### src/mdfm_pkg.sv
package mdfm_pkg;
    // Register offsets.
    localparam logic [3:0] MDFM_REG_CTRL = 4'h0;
    localparam logic [3:0] MDFM_REG_MODE = 4'h1;
    localparam logic [3:0] MDFM_REG_OC_TIME = 4'h2;
    localparam logic [3:0] MDFM_REG_HL_TIME = 4'h3;
    localparam logic [3:0] MDFM_REG_RETRY = 4'h4;
    localparam logic [3:0] MDFM_REG_STATUS = 4'h5;
    localparam logic [3:0] MDFM_REG_FET_FLAGS = 4'h6;
    localparam logic [3:0] MDFM_REG_CMD = 4'h7;
    // Control register field positions.
    localparam int MDFM_CTRL_OV_EN = 0;
    localparam int MDFM_CTRL_OV_SEL = 1;
    localparam int MDFM_CTRL_ALARM_MASK = 2;
    localparam int MDFM_CTRL_HEAT_REP = 3;
    // Mode register field positions.
    localparam int MDFM_MODE_OC_LSB = 0;
    localparam int MDFM_MODE_HL_LSB = 4;
    // Status register field positions.
    localparam int MDFM_ST_DRIVE_ERR = 0;
    localparam int MDFM_ST_OV = 1;
    localparam int MDFM_ST_OC = 2;
    localparam int MDFM_ST_CTRL_ERR = 3;
    localparam int MDFM_ST_HL = 4;
    localparam int MDFM_ST_OVERTEMP = 5;
    localparam int MDFM_ST_HEAT = 6;
    // Reset values.
    localparam logic [31:0] MDFM_CTRL_RST = 32'h0000_0000;
    localparam logic [31:0] MDFM_MODE_RST = 32'h0000_0000;
    localparam logic [15:0] MDFM_OC_TIME_RST = 16'h0004;
    localparam logic [15:0] MDFM_HL_TIME_RST = 16'h0004;
    localparam logic [31:0] MDFM_RETRY_RST = 32'h0000_1000;
    // Overcurrent response modes.
    typedef enum logic [1:0] {
        MDFM_OC_LATCH = 2'b00,
        MDFM_OC_RETRY = 2'b01,
        MDFM_OC_REPORT = 2'b10,
        MDFM_OC_OFF = 2'b11
    } mdfm_oc_mode_t;
    // Bridge output states.
    typedef enum logic [1:0] {
        MDFM_BR_OFF = 2'b00,
        MDFM_BR_RECIRC = 2'b01,
        MDFM_BR_HIGH_ON = 2'b10,
        MDFM_BR_LOW_ON = 2'b11
    } mdfm_bridge_t;
    // Protection handler states.
    typedef enum logic [1:0] {
        MDFM_ST_IDLE = 2'b00,
        MDFM_ST_LATCHED = 2'b01,
        MDFM_ST_RETRYING = 2'b10,
        MDFM_ST_REPORTING = 2'b11
    } mdfm_state_t;
    // Raw detector inputs travel together.
    typedef struct packed {
        logic ov_low_trip;
        logic ov_high_trip;
        logic [5:0] fet_over;
        logic buck_over;
        logic sense_over;
        logic heat_over;
        logic heat_below_hys;
    } mdfm_detect_t;
    // Bridge command to the gate drivers.
    typedef struct packed {
        logic forced;
        mdfm_bridge_t state;
    } mdfm_bridge_cmd_t;
endpackage : mdfm_pkg

### src/mdfm_filter.sv
`timescale 1ns/1ps
// Recognises a level that stays high for longer than a programmed count.
module mdfm_filter #(
    parameter int WIDTH = 16
) (
    // Clock and reset.
    input wire logic ref_clk,
    input wire logic reset,
    // Level and its filter length.
    input wire logic level,
    input wire logic [WIDTH-1:0] limit,
    // Filtered result.
    output logic qualified
);
    logic [WIDTH-1:0] count_r;

    // Counting saturates, so a long fault never wraps and drops out.
    always_ff @(posedge ref_clk) begin
        if (reset || !level) begin
            count_r <= '0;
        end else if (count_r <= limit && count_r != '1) begin
            count_r <= count_r + 1'b1;
        end
    end

    assign qualified = level && (count_r > limit);
endmodule : mdfm_filter

### src/mdfm_fault_manager.sv
// The address-and-strobe port and the placing of the registers are this design's own decisions.
`timescale 1ns/1ps
module mdfm_fault_manager
    import mdfm_pkg::*;
#(
    parameter int TIME_WIDTH = 16,
    parameter int RETRY_WIDTH = 32
) (
    // Clock and reset.
    input wire logic ref_clk,
    input wire logic reset,
    // Register port.
    input wire logic [3:0] reg_addr,
    input wire logic [31:0] reg_wdata,
    input wire logic reg_write,
    input wire logic reg_read,
    output logic [31:0] reg_rdata,
    // Detector inputs.
    input wire mdfm_pkg::mdfm_detect_t detect,
    // Outputs to pin, bridge and reset request.
    output logic fault_pin_low_n,
    output mdfm_pkg::mdfm_bridge_cmd_t bridge_cmd,
    output logic device_reset_req
);
    import mdfm_pkg::*;

    logic [31:0] ctrl_r;
    logic [31:0] mode_r;
    logic [TIME_WIDTH-1:0] oc_time_r;
    logic [TIME_WIDTH-1:0] hl_time_r;
    logic [RETRY_WIDTH-1:0] oc_retry_r;
    logic [RETRY_WIDTH-1:0] hl_retry_r;
    logic [6:0] status_r;
    logic [5:0] fet_flags_r;
    mdfm_state_t oc_state_r;
    mdfm_state_t hl_state_r;
    logic [RETRY_WIDTH-1:0] oc_cnt_r;
    logic [RETRY_WIDTH-1:0] hl_cnt_r;
    logic heat_pin_r;
    logic clear_cmd;
    logic overvoltage_enable;
    logic overvoltage_level_select;
    logic alarm_output_mask;
    logic heat_warning_report_enable;
    mdfm_oc_mode_t overcurrent_response_mode;
    logic [3:0] hard_current_limit_mode;
    logic ov_act;
    logic [5:0] fet_qual;
    logic oc_event;
    logic hl_event;
    logic buck_event;
    logic hl_ignore;

    // Decoded control fields.
    assign overvoltage_enable = ctrl_r[MDFM_CTRL_OV_EN];
    assign overvoltage_level_select = ctrl_r[MDFM_CTRL_OV_SEL];
    assign alarm_output_mask = ctrl_r[MDFM_CTRL_ALARM_MASK];
    assign heat_warning_report_enable = ctrl_r[MDFM_CTRL_HEAT_REP];
    assign overcurrent_response_mode = mdfm_oc_mode_t'(mode_r[MDFM_MODE_OC_LSB +: 2]);
    assign hard_current_limit_mode = mode_r[MDFM_MODE_HL_LSB +: 4];
    assign clear_cmd = reg_write && (reg_addr == MDFM_REG_CMD) && reg_wdata[0];

    // Overvoltage is a live condition gated by the enable; trip level by select.
    assign ov_act = overvoltage_enable &&
        (overvoltage_level_select ? detect.ov_high_trip : detect.ov_low_trip);

    // One filter per FET plus the sense and buck comparators.
    for (genvar i = 0; i < 6; i++) begin : g_fet
        mdfm_filter #(.WIDTH(TIME_WIDTH)) u_fet (
            .ref_clk(ref_clk),
            .reset(reset),
            .level(detect.fet_over[i]),
            .limit(oc_time_r),
            .qualified(fet_qual[i])
        );
    end
    mdfm_filter #(.WIDTH(TIME_WIDTH)) u_sense (
        .ref_clk(ref_clk),
        .reset(reset),
        .level(detect.sense_over),
        .limit(hl_time_r),
        .qualified(hl_event)
    );
    mdfm_filter #(.WIDTH(TIME_WIDTH)) u_buck (
        .ref_clk(ref_clk),
        .reset(reset),
        .level(detect.buck_over),
        .limit(oc_time_r),
        .qualified(buck_event)
    );

    assign oc_event = (|fet_qual) && (overcurrent_response_mode != MDFM_OC_OFF);
    assign hl_ignore = hard_current_limit_mode[3] && hard_current_limit_mode[0];

    // Configuration registers written by software.
    always_ff @(posedge ref_clk) begin
        if (reset) begin
            ctrl_r <= MDFM_CTRL_RST;
            mode_r <= MDFM_MODE_RST;
            oc_time_r <= TIME_WIDTH'(MDFM_OC_TIME_RST);
            hl_time_r <= TIME_WIDTH'(MDFM_HL_TIME_RST);
            oc_retry_r <= RETRY_WIDTH'(MDFM_RETRY_RST[15:0]);
            hl_retry_r <= RETRY_WIDTH'(MDFM_RETRY_RST[31:16]);
        end else if (reg_write) begin
            case (reg_addr)
                MDFM_REG_CTRL: ctrl_r <= {28'h0000000, reg_wdata[3:0]};
                MDFM_REG_MODE: mode_r <= {24'h000000, reg_wdata[7:0]};
                MDFM_REG_OC_TIME: oc_time_r <= reg_wdata[TIME_WIDTH-1:0];
                MDFM_REG_HL_TIME: hl_time_r <= reg_wdata[TIME_WIDTH-1:0];
                MDFM_REG_RETRY: begin
                    oc_retry_r <= RETRY_WIDTH'(reg_wdata[15:0]);
                    hl_retry_r <= RETRY_WIDTH'(reg_wdata[31:16]);
                end
                default: ;
            endcase
        end
    end

    // Overcurrent handler; the latched state holds until both clear and quiet.
    always_ff @(posedge ref_clk) begin
        if (reset) begin
            oc_state_r <= MDFM_ST_IDLE;
            oc_cnt_r <= '0;
        end else begin
            case (oc_state_r)
                MDFM_ST_IDLE: begin
                    oc_cnt_r <= '0;
                    if (oc_event) begin
                        case (overcurrent_response_mode)
                            MDFM_OC_LATCH: oc_state_r <= MDFM_ST_LATCHED;
                            MDFM_OC_RETRY: oc_state_r <= MDFM_ST_RETRYING;
                            default: oc_state_r <= MDFM_ST_REPORTING;
                        endcase
                    end
                end
                MDFM_ST_LATCHED, MDFM_ST_REPORTING: begin
                    if (clear_cmd && !(|fet_qual)) begin
                        oc_state_r <= MDFM_ST_IDLE;
                    end
                end
                MDFM_ST_RETRYING: begin
                    if (oc_cnt_r >= oc_retry_r) begin
                        oc_state_r <= MDFM_ST_IDLE;
                    end else begin
                        oc_cnt_r <= oc_cnt_r + 1'b1;
                    end
                end
                default: oc_state_r <= MDFM_ST_IDLE;
            endcase
        end
    end

    // Hard current-limit handler, same shape with its own retry time.
    always_ff @(posedge ref_clk) begin
        if (reset) begin
            hl_state_r <= MDFM_ST_IDLE;
            hl_cnt_r <= '0;
        end else begin
            case (hl_state_r)
                MDFM_ST_IDLE: begin
                    hl_cnt_r <= '0;
                    if (hl_event && !hl_ignore) begin
                        if (hard_current_limit_mode[3]) begin
                            hl_state_r <= MDFM_ST_REPORTING;
                        end else if (hard_current_limit_mode[2]) begin
                            hl_state_r <= MDFM_ST_RETRYING;
                        end else begin
                            hl_state_r <= MDFM_ST_LATCHED;
                        end
                    end
                end
                MDFM_ST_LATCHED, MDFM_ST_REPORTING: begin
                    if (clear_cmd && !hl_event) begin
                        hl_state_r <= MDFM_ST_IDLE;
                    end
                end
                MDFM_ST_RETRYING: begin
                    if (hl_cnt_r >= hl_retry_r) begin
                        hl_state_r <= MDFM_ST_IDLE;
                    end else begin
                        hl_cnt_r <= hl_cnt_r + 1'b1;
                    end
                end
                default: hl_state_r <= MDFM_ST_IDLE;
            endcase
        end
    end

    // OV, OC, heat and per-FET flags hold until a clear; the hard-limit pair follows its handler; a new event beats a clear in the same cycle.
    always_ff @(posedge ref_clk) begin
        if (reset) begin
            status_r <= '0;
            fet_flags_r <= '0;
        end else begin
            status_r[MDFM_ST_DRIVE_ERR] <= ov_act || oc_event ||
                ((oc_state_r == MDFM_ST_LATCHED || oc_state_r == MDFM_ST_REPORTING) &&
                !(clear_cmd && !(|fet_qual))) ||
                ((oc_state_r == MDFM_ST_RETRYING) && (oc_cnt_r < oc_retry_r)) ||
                (status_r[MDFM_ST_DRIVE_ERR] && !clear_cmd && oc_state_r != MDFM_ST_RETRYING);
            status_r[MDFM_ST_OV] <= ov_act || (status_r[MDFM_ST_OV] && !clear_cmd);
            status_r[MDFM_ST_OC] <= oc_event || (status_r[MDFM_ST_OC] && !clear_cmd);
            status_r[MDFM_ST_CTRL_ERR] <= (hl_event && !hl_ignore) || (hl_state_r != MDFM_ST_IDLE &&
                !(hl_state_r == MDFM_ST_RETRYING && hl_cnt_r >= hl_retry_r));
            status_r[MDFM_ST_HL] <= (hl_event && !hl_ignore) || (hl_state_r != MDFM_ST_IDLE &&
                !(hl_state_r == MDFM_ST_RETRYING && hl_cnt_r >= hl_retry_r));
            status_r[MDFM_ST_OVERTEMP] <= detect.heat_over ||
                (status_r[MDFM_ST_OVERTEMP] && !clear_cmd);
            status_r[MDFM_ST_HEAT] <= detect.heat_over ||
                (status_r[MDFM_ST_HEAT] && !clear_cmd);
            fet_flags_r <= (oc_event ? fet_qual : 6'h00) | (clear_cmd ? 6'h00 : fet_flags_r);
        end
    end

    // Thermal warning pin request holds until the die cools past hysteresis.
    always_ff @(posedge ref_clk) begin
        if (reset) begin
            heat_pin_r <= 1'b0;
        end else if (!heat_warning_report_enable) begin
            heat_pin_r <= 1'b0;
        end else if (detect.heat_over) begin
            heat_pin_r <= 1'b1;
        end else if (detect.heat_below_hys) begin
            heat_pin_r <= 1'b0;
        end
    end

    // Fault pin and bridge force are registered so they never glitch.
    always_ff @(posedge ref_clk) begin
        if (reset) begin
            fault_pin_low_n <= 1'b1;
            bridge_cmd <= '0;
            device_reset_req <= 1'b0;
        end else begin
            fault_pin_low_n <= !(ov_act || heat_pin_r ||
                oc_state_r == MDFM_ST_LATCHED || oc_state_r == MDFM_ST_RETRYING ||
                (oc_state_r == MDFM_ST_REPORTING && !alarm_output_mask) ||
                hl_state_r == MDFM_ST_LATCHED || hl_state_r == MDFM_ST_RETRYING ||
                (hl_state_r == MDFM_ST_REPORTING && !alarm_output_mask));
            device_reset_req <= buck_event;
            if (ov_act || oc_state_r == MDFM_ST_LATCHED || oc_state_r == MDFM_ST_RETRYING) begin
                bridge_cmd <= '{forced: 1'b1, state: MDFM_BR_OFF};
            end else if (hl_state_r == MDFM_ST_LATCHED || hl_state_r == MDFM_ST_RETRYING) begin
                bridge_cmd <= '{forced: 1'b1, state: mdfm_bridge_t'(hard_current_limit_mode[1:0])};
            end else begin
                bridge_cmd <= '0;
            end
        end
    end

    // Read port; unmapped addresses read zero.
    always_ff @(posedge ref_clk) begin
        if (reset) begin
            reg_rdata <= '0;
        end else if (reg_read) begin
            case (reg_addr)
                MDFM_REG_CTRL: reg_rdata <= ctrl_r;
                MDFM_REG_MODE: reg_rdata <= mode_r;
                MDFM_REG_OC_TIME: reg_rdata <= 32'(oc_time_r);
                MDFM_REG_HL_TIME: reg_rdata <= 32'(hl_time_r);
                MDFM_REG_RETRY: reg_rdata <= {hl_retry_r[15:0], oc_retry_r[15:0]};
                MDFM_REG_STATUS: reg_rdata <= {25'h0, status_r};
                MDFM_REG_FET_FLAGS: reg_rdata <= {26'h0, fet_flags_r};
                default: reg_rdata <= 32'h0000_0000;
            endcase
        end else begin
            reg_rdata <= '0;
        end
    end

    // Latched shutdown keeps the bridge off until clear.
    latch_hold_a: assert property (@(posedge ref_clk) disable iff (reset)
        oc_state_r == MDFM_ST_LATCHED && !clear_cmd |=> bridge_cmd.forced)
        else $error("Latched overcurrent released bridge without clear.");
    ov_off_a: assert property (@(posedge ref_clk) disable iff (reset)
        ov_act |=> !fault_pin_low_n && bridge_cmd.forced && bridge_cmd.state == MDFM_BR_OFF)
        else $error("Overvoltage did not shut down.");
    ov_gate_a: assert property (@(posedge ref_clk) disable iff (reset)
        !overvoltage_enable && !status_r[MDFM_ST_OV] |=> !status_r[MDFM_ST_OV])
        else $error("Overvoltage acted while disabled.");
    oc_off_a: assert property (@(posedge ref_clk) disable iff (reset)
        overcurrent_response_mode == MDFM_OC_OFF && oc_state_r == MDFM_ST_IDLE |=> oc_state_r == MDFM_ST_IDLE)
        else $error("Disabled overcurrent mode acted.");
    hl_ign_a: assert property (@(posedge ref_clk) disable iff (reset)
        hl_ignore && hl_state_r == MDFM_ST_IDLE |=> hl_state_r == MDFM_ST_IDLE)
        else $error("Ignored hard-limit mode acted.");
    ov_sticky_a: assert property (@(posedge ref_clk) disable iff (reset)
        status_r[MDFM_ST_OV] && !clear_cmd |=> status_r[MDFM_ST_OV])
        else $error("Overvoltage flag dropped without clear.");
    buck_rst_a: assert property (@(posedge ref_clk) disable iff (reset)
        buck_event |=> device_reset_req)
        else $error("Buck overcurrent gave no reset request.");
    heat_act_a: assert property (@(posedge ref_clk) disable iff (reset)
        detect.heat_over |=> status_r[MDFM_ST_HEAT] && status_r[MDFM_ST_OVERTEMP])
        else $error("Heat warning flags not set.");
    heat_pin_a: assert property (@(posedge ref_clk) disable iff (reset)
        !heat_warning_report_enable |=> !heat_pin_r)
        else $error("Heat warning drove pin while unreported.");

    // Driving resumes as soon as no source holds the bridge.
    ov_release_a: assert property (@(posedge ref_clk) disable iff (reset)
        !ov_act && oc_state_r == MDFM_ST_IDLE && hl_state_r == MDFM_ST_IDLE |=> !bridge_cmd.forced)
        else $error("Bridge stayed forced with no fault.");

    // Retry expiry returns to idle and drops the drive error.
    oc_retry_a: assert property (@(posedge ref_clk) disable iff (reset)
        oc_state_r == MDFM_ST_RETRYING && oc_cnt_r >= oc_retry_r && !ov_act && !(|fet_qual) |=>
        oc_state_r == MDFM_ST_IDLE && !status_r[MDFM_ST_DRIVE_ERR])
        else $error("Overcurrent retry did not recover.");

    // Overcurrent and per-FET flags outlive recovery until a clear.
    oc_sticky_a: assert property (@(posedge ref_clk) disable iff (reset)
        status_r[MDFM_ST_OC] && !clear_cmd |=> status_r[MDFM_ST_OC])
        else $error("Overcurrent flag dropped without clear.");
    fet_sticky_a: assert property (@(posedge ref_clk) disable iff (reset)
        !clear_cmd |=> (fet_flags_r & $past(fet_flags_r)) == $past(fet_flags_r))
        else $error("Per-FET flag dropped without clear.");

    // A latched overcurrent holds the pin low.
    oc_pin_a: assert property (@(posedge ref_clk) disable iff (reset)
        oc_state_r == MDFM_ST_LATCHED |=> !fault_pin_low_n)
        else $error("Latched overcurrent released the pin.");

    // Report-only faults leave the bridge running; the mask silences the pin.
    oc_report_a: assert property (@(posedge ref_clk) disable iff (reset)
        oc_state_r == MDFM_ST_REPORTING && hl_state_r == MDFM_ST_IDLE && !ov_act |=> !bridge_cmd.forced)
        else $error("Report-only overcurrent forced the bridge.");
    mask_pin_a: assert property (@(posedge ref_clk) disable iff (reset)
        alarm_output_mask && !ov_act && !heat_pin_r && oc_state_r inside {MDFM_ST_IDLE, MDFM_ST_REPORTING} &&
        hl_state_r inside {MDFM_ST_IDLE, MDFM_ST_REPORTING} |=> fault_pin_low_n)
        else $error("Masked report drove the pin.");

    // A latched hard limit applies the chosen bridge state and keeps its flags.
    hl_state_a: assert property (@(posedge ref_clk) disable iff (reset)
        hl_state_r == MDFM_ST_LATCHED && oc_state_r == MDFM_ST_IDLE && !ov_act && !reg_write |=>
        bridge_cmd.forced && bridge_cmd.state == mdfm_bridge_t'(hard_current_limit_mode[1:0]))
        else $error("Latched hard limit gave a wrong bridge state.");
    hl_flag_a: assert property (@(posedge ref_clk) disable iff (reset)
        hl_state_r == MDFM_ST_LATCHED |-> status_r[MDFM_ST_CTRL_ERR] && status_r[MDFM_ST_HL])
        else $error("Latched hard limit lost its flags.");

    // Hard-limit retry expiry resumes and clears both flags.
    hl_retry_a: assert property (@(posedge ref_clk) disable iff (reset)
        hl_state_r == MDFM_ST_RETRYING && hl_cnt_r >= hl_retry_r && !hl_event |=>
        hl_state_r == MDFM_ST_IDLE && !status_r[MDFM_ST_HL] && !status_r[MDFM_ST_CTRL_ERR])
        else $error("Hard-limit retry did not recover.");

    // A clear while the die is still hot leaves the warning standing.
    heat_hold_a: assert property (@(posedge ref_clk) disable iff (reset)
        detect.heat_over && clear_cmd |=> status_r[MDFM_ST_HEAT] && status_r[MDFM_ST_OVERTEMP])
        else $error("Heat warning flag cleared while hot.");
endmodule : mdfm_fault_manager

### config.mk
export PLATFORM = sky130hd
export DESIGN_NAME = mdfm_fault_manager
export DESIGN_NICKNAME = d
export VERILOG_FILES = /design/src/mdfm_pkg.sv /design/src/mdfm_filter.sv /design/src/mdfm_fault_manager.sv
export SDC_FILE = /design/constraint.sdc
export NUM_CORES = 1
export LEC_CHECK = 0
export ABC_CLOCK_PERIOD_IN_PS = 5960
export BUFFER_PORTS_ARGS = -buffer_cell sky130_fd_sc_hd__buf_2
export CORE_ASPECT_RATIO = 0.6
export CORE_MARGIN = 5
export CORE_UTILIZATION = 55
export DETAILED_ROUTE_END_ITERATION = 6
export HOLD_SLACK_MARGIN = 0.1
export PLACE_DENSITY = 0.73
export SYNTH_ARGS = -nofsm -noshare
export SYNTH_HDL_FRONTEND = slang
export SYNTH_SLANG_ARGS = --single-unit
### constraint.sdc
create_clock -name ref_clk -period 5.96 [get_ports ref_clk]
set_input_delay 0.298 -clock ref_clk [delete_from_list [all_inputs] [get_ports ref_clk]]
set_output_delay 0.298 -clock ref_clk [all_outputs]
set_load 0.01 [all_outputs]
==> results by stage <==
Setup path:
- The number of buffers and inverters on the critical path is 1.
- The critical path goes through inv_1, ha_1, nand4_1, nor4_1, a31oi_1, a31oi_2, nand2_1, or3_1, a21oi_1.
- The setup slack on the worst flop-to-flop path is 2.71 ns.
- STA classifies the critical path endpoint as a flop.
- The launching point of the worst reg2reg path is oc_time_r[13].
- For the worst flop-to-flop path, the logic depth is 9.
- The critical register-to-register path endpoint is g_fet[4].u_fet.count_r[9].
- The critical path is of the flop to flop type.
- STA classifies the critical path startpoint as a flop.
- The critical path crosses 9 cells after its start point.
- The maximum fanout along the worst path is 13.
- The data arrival time of the critical path is 3.75 ns.
- The startpoint of the most critical setup path is oc_time_r[13].
- The required time at the worst-slack endpoint is between 6 and 7 ns.
- The largest single stage delay on the critical path is 0.55 ns.
- The largest individual stage delay along the critical path comes from the cell sky130_fd_sc_hd__a31oi_2.
- The family with the most delay on the worst path is simple AND/OR/NAND/NOR gates.

Global route:
- The initial antenna violation count is 2.
- Entering global routing, the biggest net connects 67 pins.
- The total routing usage reported by global routing is between 20% and 30%.
- Summed over all layers, the global routing overflow is 0.
- The via count of the first global-routing pass is 14100.
- The wire length of the first global-routing pass is slightly below 80 mm.

Routing:
- The DRC violation count after routing is 4.
- The average wire length per cell after detail routing is 19.3 µm.
- Across all layers, the routed design uses between 15000 and 20000 vias.
- Before antenna repair, the detailed router went through 7 iterations.
- In the routed layout, each cell is associated on average with a via count of about 6.
- The routed design has ~50 mm of wire.
- In this run the remaining antenna-violating nets after routing total 0.
- The iteration-0 DRC count of the detailed router is 1361.

Clock network:
- After clock tree synthesis, the clock-pin slew on the worst setup and hold paths is 0.07 ns.
- The maximum clock insertion buffer count is 3.
- TritonCTS built the clock tree.
- The count of hold-fix buffers inserted at cts is 39.
- In this run, post-CTS repair resized a total of 0 instances.
- The post-CTS setup buffer count is 0.
- TritonCTS created 30 clock buffers.
- Clock tree synthesis found a total of 322 sinks.
- The clock tree root driver cell is sky130_fd_sc_hd__clkbuf_16.
- CTS built an H-tree with a depth of 1.
- The latest clock arrival within the worst-skew pair is 0.58 ns.

Power:
- The power per cell area is between 200 and 250 mW/mm².
- The peak ir drop on the vdd network is 0.000210 V.
- The static leakage power is between 7 and 8 nW.

Outcome:
- The flow ran to the end, but the final reports show violations.
- The final reports fail on design-rule violations.

STA:
- The slew at the pin closest to its max-slew limit is 1.26 ns.
- After routing, the total negative slack on setup checks comes to 0 ns.
- The number of hold violations in the final report was 0.
- Timing would allow up to 308 MHz.
- Setup repair after global routing left no endpoint under its margin.
- The number of slew-limit violations in the final report is 0.
- Headroom to the max-slew limit came out at 15.6%.
- Setup violations remaining at the end of the flow were counted as 0.
- The minimum period implied by the final worst setup slack is 3.25 ns.
- On the final layout, the worst clock skew is roughly 0.017 ns.
- In the finished design, the share of the clock period the worst path needs comes to 54.6%.

Logic synthesis:
- The share of the yosys chip area belonging to registers is 37.8%.
- The synthesized instance count is ~2000.
- The post-synthesis async set-or-reset flop share is 0%.
- The mean instance size in the synthesized netlist is 8.47 µm².
- For this run, the leading register cell type out of synthesis is sky130_fd_sc_hd__dfxtp_1.
- In this run, synthesis inferred 0 flip-flops with an integrated enable.
- Yosys mapped the design onto 77 distinct sky130hd cell types.
- The synthesis warning total is 0.
- Synthesis produced a netlist with a net count of 2237.
- The register bit count reported by yosys is 322.
- The synthesized netlist occupies a cell area of roughly 0.017 mm².

Layout:
- Leaving out fill and tap cells, the most frequent cell in the layout is sky130_fd_sc_hd__dfxtp_1.
- The net total in the final layout is 2336.
- The footprint of the multi-input gates is around 0.01 mm².
- The share of layout cells above drive strength 1 is 8.25%.
- From synthesis to final layout, the design area changed by 12.5%.
- The fill cell instance count of the final layout is 2560.
- Cells fill 63.4% of the core in the end.
- In the layout the commonest cells are sky130_fd_sc_hd__dfxtp_1 (322), sky130_fd_sc_hd__nand2_1 (249), sky130_fd_sc_hd__a21oi_1 (179), sky130_fd_sc_hd__nor2_1 (178), sky130_fd_sc_hd__ha_1 (174).
- The area used by sequential logic in the layout is 0.00645 mm².
- The number of standard cells in the layout, taps in and fillers out is 2543.

Worst hold path:
- The destination of the worst hold path is ctrl_r[0].
- The number of cells on the worst hold path is 2.
- The worst hold path startpoint is reset.
- The class of the tightest hold or removal check is primary input to flop.

Floorplan:
- The full die area is 0.0347 mm².
- Measured along the x axis, the die boundary spans between 200 and 250 µm.
- The core box area is 0.0302 mm².
- The die is 146 µm tall.
- The total I/O pin count is 89.
- Once the floorplan was initialized, standard cells occupied 56.4% of the core.
- The number of cell rows is 49.

Placed design:
- Summed over all nets, the half-perimeter wirelength after detailed placement is 36.1 mm.
- The count of port buffers added during placement is between 80 and 90.
- At the end of routability-driven placement, the weighted congestion stood at 0.925.
- The placed instance count is 2447.

Job:
- The max-capacitance violation count is 0.
## power breakdown
group | total (W) | switching [W] | internal (W) | leakage [nW]
sequential | 0.00220 | 0.0000221 | 0.00218 | 2.60
combinational | 0.000304 | 0.000195 | 0.000109 | 4.59
clock | 0.00194 | 0.000869 | 0.00107 | 0.489
## routing by layer
metal | vias to the layer above | routed length (µm) | track usage [%]
met5 | - | 0 | 0
met4 | 0 | 1130 | 6.29
met3 | 82 | 4760 | 6.47
met2 | 616 | 19900 | 38.3
met1 | 7244 | 23400 | 41.1
li1 | 7370 | - | -
## sequential cells by signal, indices dropped and copies added (netlist names), 6 cells and up
| register | cells |
|---|---|
| u_sense.count_r | 16 |
| oc_time_r | 16 |
| hl_time_r | 16 |
| oc_cnt_r | 32 |
| fet_flags_r | 6 |
| hl_cnt_r | 32 |
| status_r | 6 |
| g_fet.u_fet.count_r | 96 |
| hl_retry_r | 16 |
| oc_retry_r | 16 |
| mode_r | 8 |
| u_buck.count_r | 16 |
| reg_rdata | 32 |
## cell usage after synthesis (all sizes together), types with 4 or more instances
master / n / share of area (%)
o211ai: 23 / 1.0
nor2: 180 / 4.0
a21o: 31 / 1.4
o21a: 7 / 0.31
a211oi: 6 / 0.32
a22o: 4 / 0.21
or3: 25 / 0.92
and3: 48 / 1.8
ha: 174 / 13
and4: 16 / 0.82
dfxtp: 322 / 38
nand4: 68 / 2.5
xnor2: 42 / 2.2
a221oi: 11 / 0.64
o2111ai: 5 / 0.29
buf: 6 / 0.16
and2: 53 / 1.9
nor4: 16 / 0.66
or2: 6 / 0.22
a21oi: 179 / 5.3
a31oi: 10 / 0.51
or4: 16 / 0.71
nand2b: 11 / 0.40
a32oi: 8 / 0.41
xor2: 62 / 3.2
nand3: 77 / 2.3
inv: 99 / 2.2
nor2b: 14 / 0.51
o31ai: 8 / 0.35
a22oi: 17 / 0.75
clkbuf: 60 / 1.3
nor3: 36 / 1.1
nand2: 249 / 5.5
nor3b: 4 / 0.18
mux2i: 21 / 1.2
o21ai: 54 / 1.6
## through the flow
stage	setup slack, ns	total power (W)	cell area, µm²	hold WS [ns]
after floorplan	3.45	0.00242	17000	0.415
after global placement	2.94	0.00251	17800	0.441
after detailed placement	2.86	0.00252	17800	0.444
after CTS	2.83	0.00446	19200	0.118
after global routing	2.53	0.00459	19200	0.154
final	2.71	0.00445	19200	0.151
## kinds of logic after synthesis
kind of cell | synth area share [%]
simple gates | 24.0
buf+inv | 3.69
compound gates | 14.7
fa+ha+maj | 12.8
flops | 37.8
mux | 1.63
xor+xnor | 5.35
## final cells by class
cell class | count | share of cell area, %
Multi-Input combinational cell | 1523 | 52.0
Antenna cell | 2 | 0.0261
Clock inverter | 16 | 0.731
Inverter | 100 | 1.96
Sequential cell | 322 | 33.6
Tap cell | 408 | 2.66
Timing Repair Buffer | 133 | 4.58
Clock buffer | 39 | 4.36
## how the worst max path moves through the flow
stage	endpoint	slack [ns]
5_1_grt	hl_cnt_r[11]	2.53
3_5_place_dp	hl_cnt_r[11]	2.86
3_3_place_gp	g_fet[4].u_fet.count_r[9]	2.94
6_report	g_fet[4].u_fet.count_r[9]	2.71
2_1_floorplan	oc_state_r[1]	3.45
4_1_cts	hl_cnt_r[11]	2.83
Power figures use the tool's default switching activity.
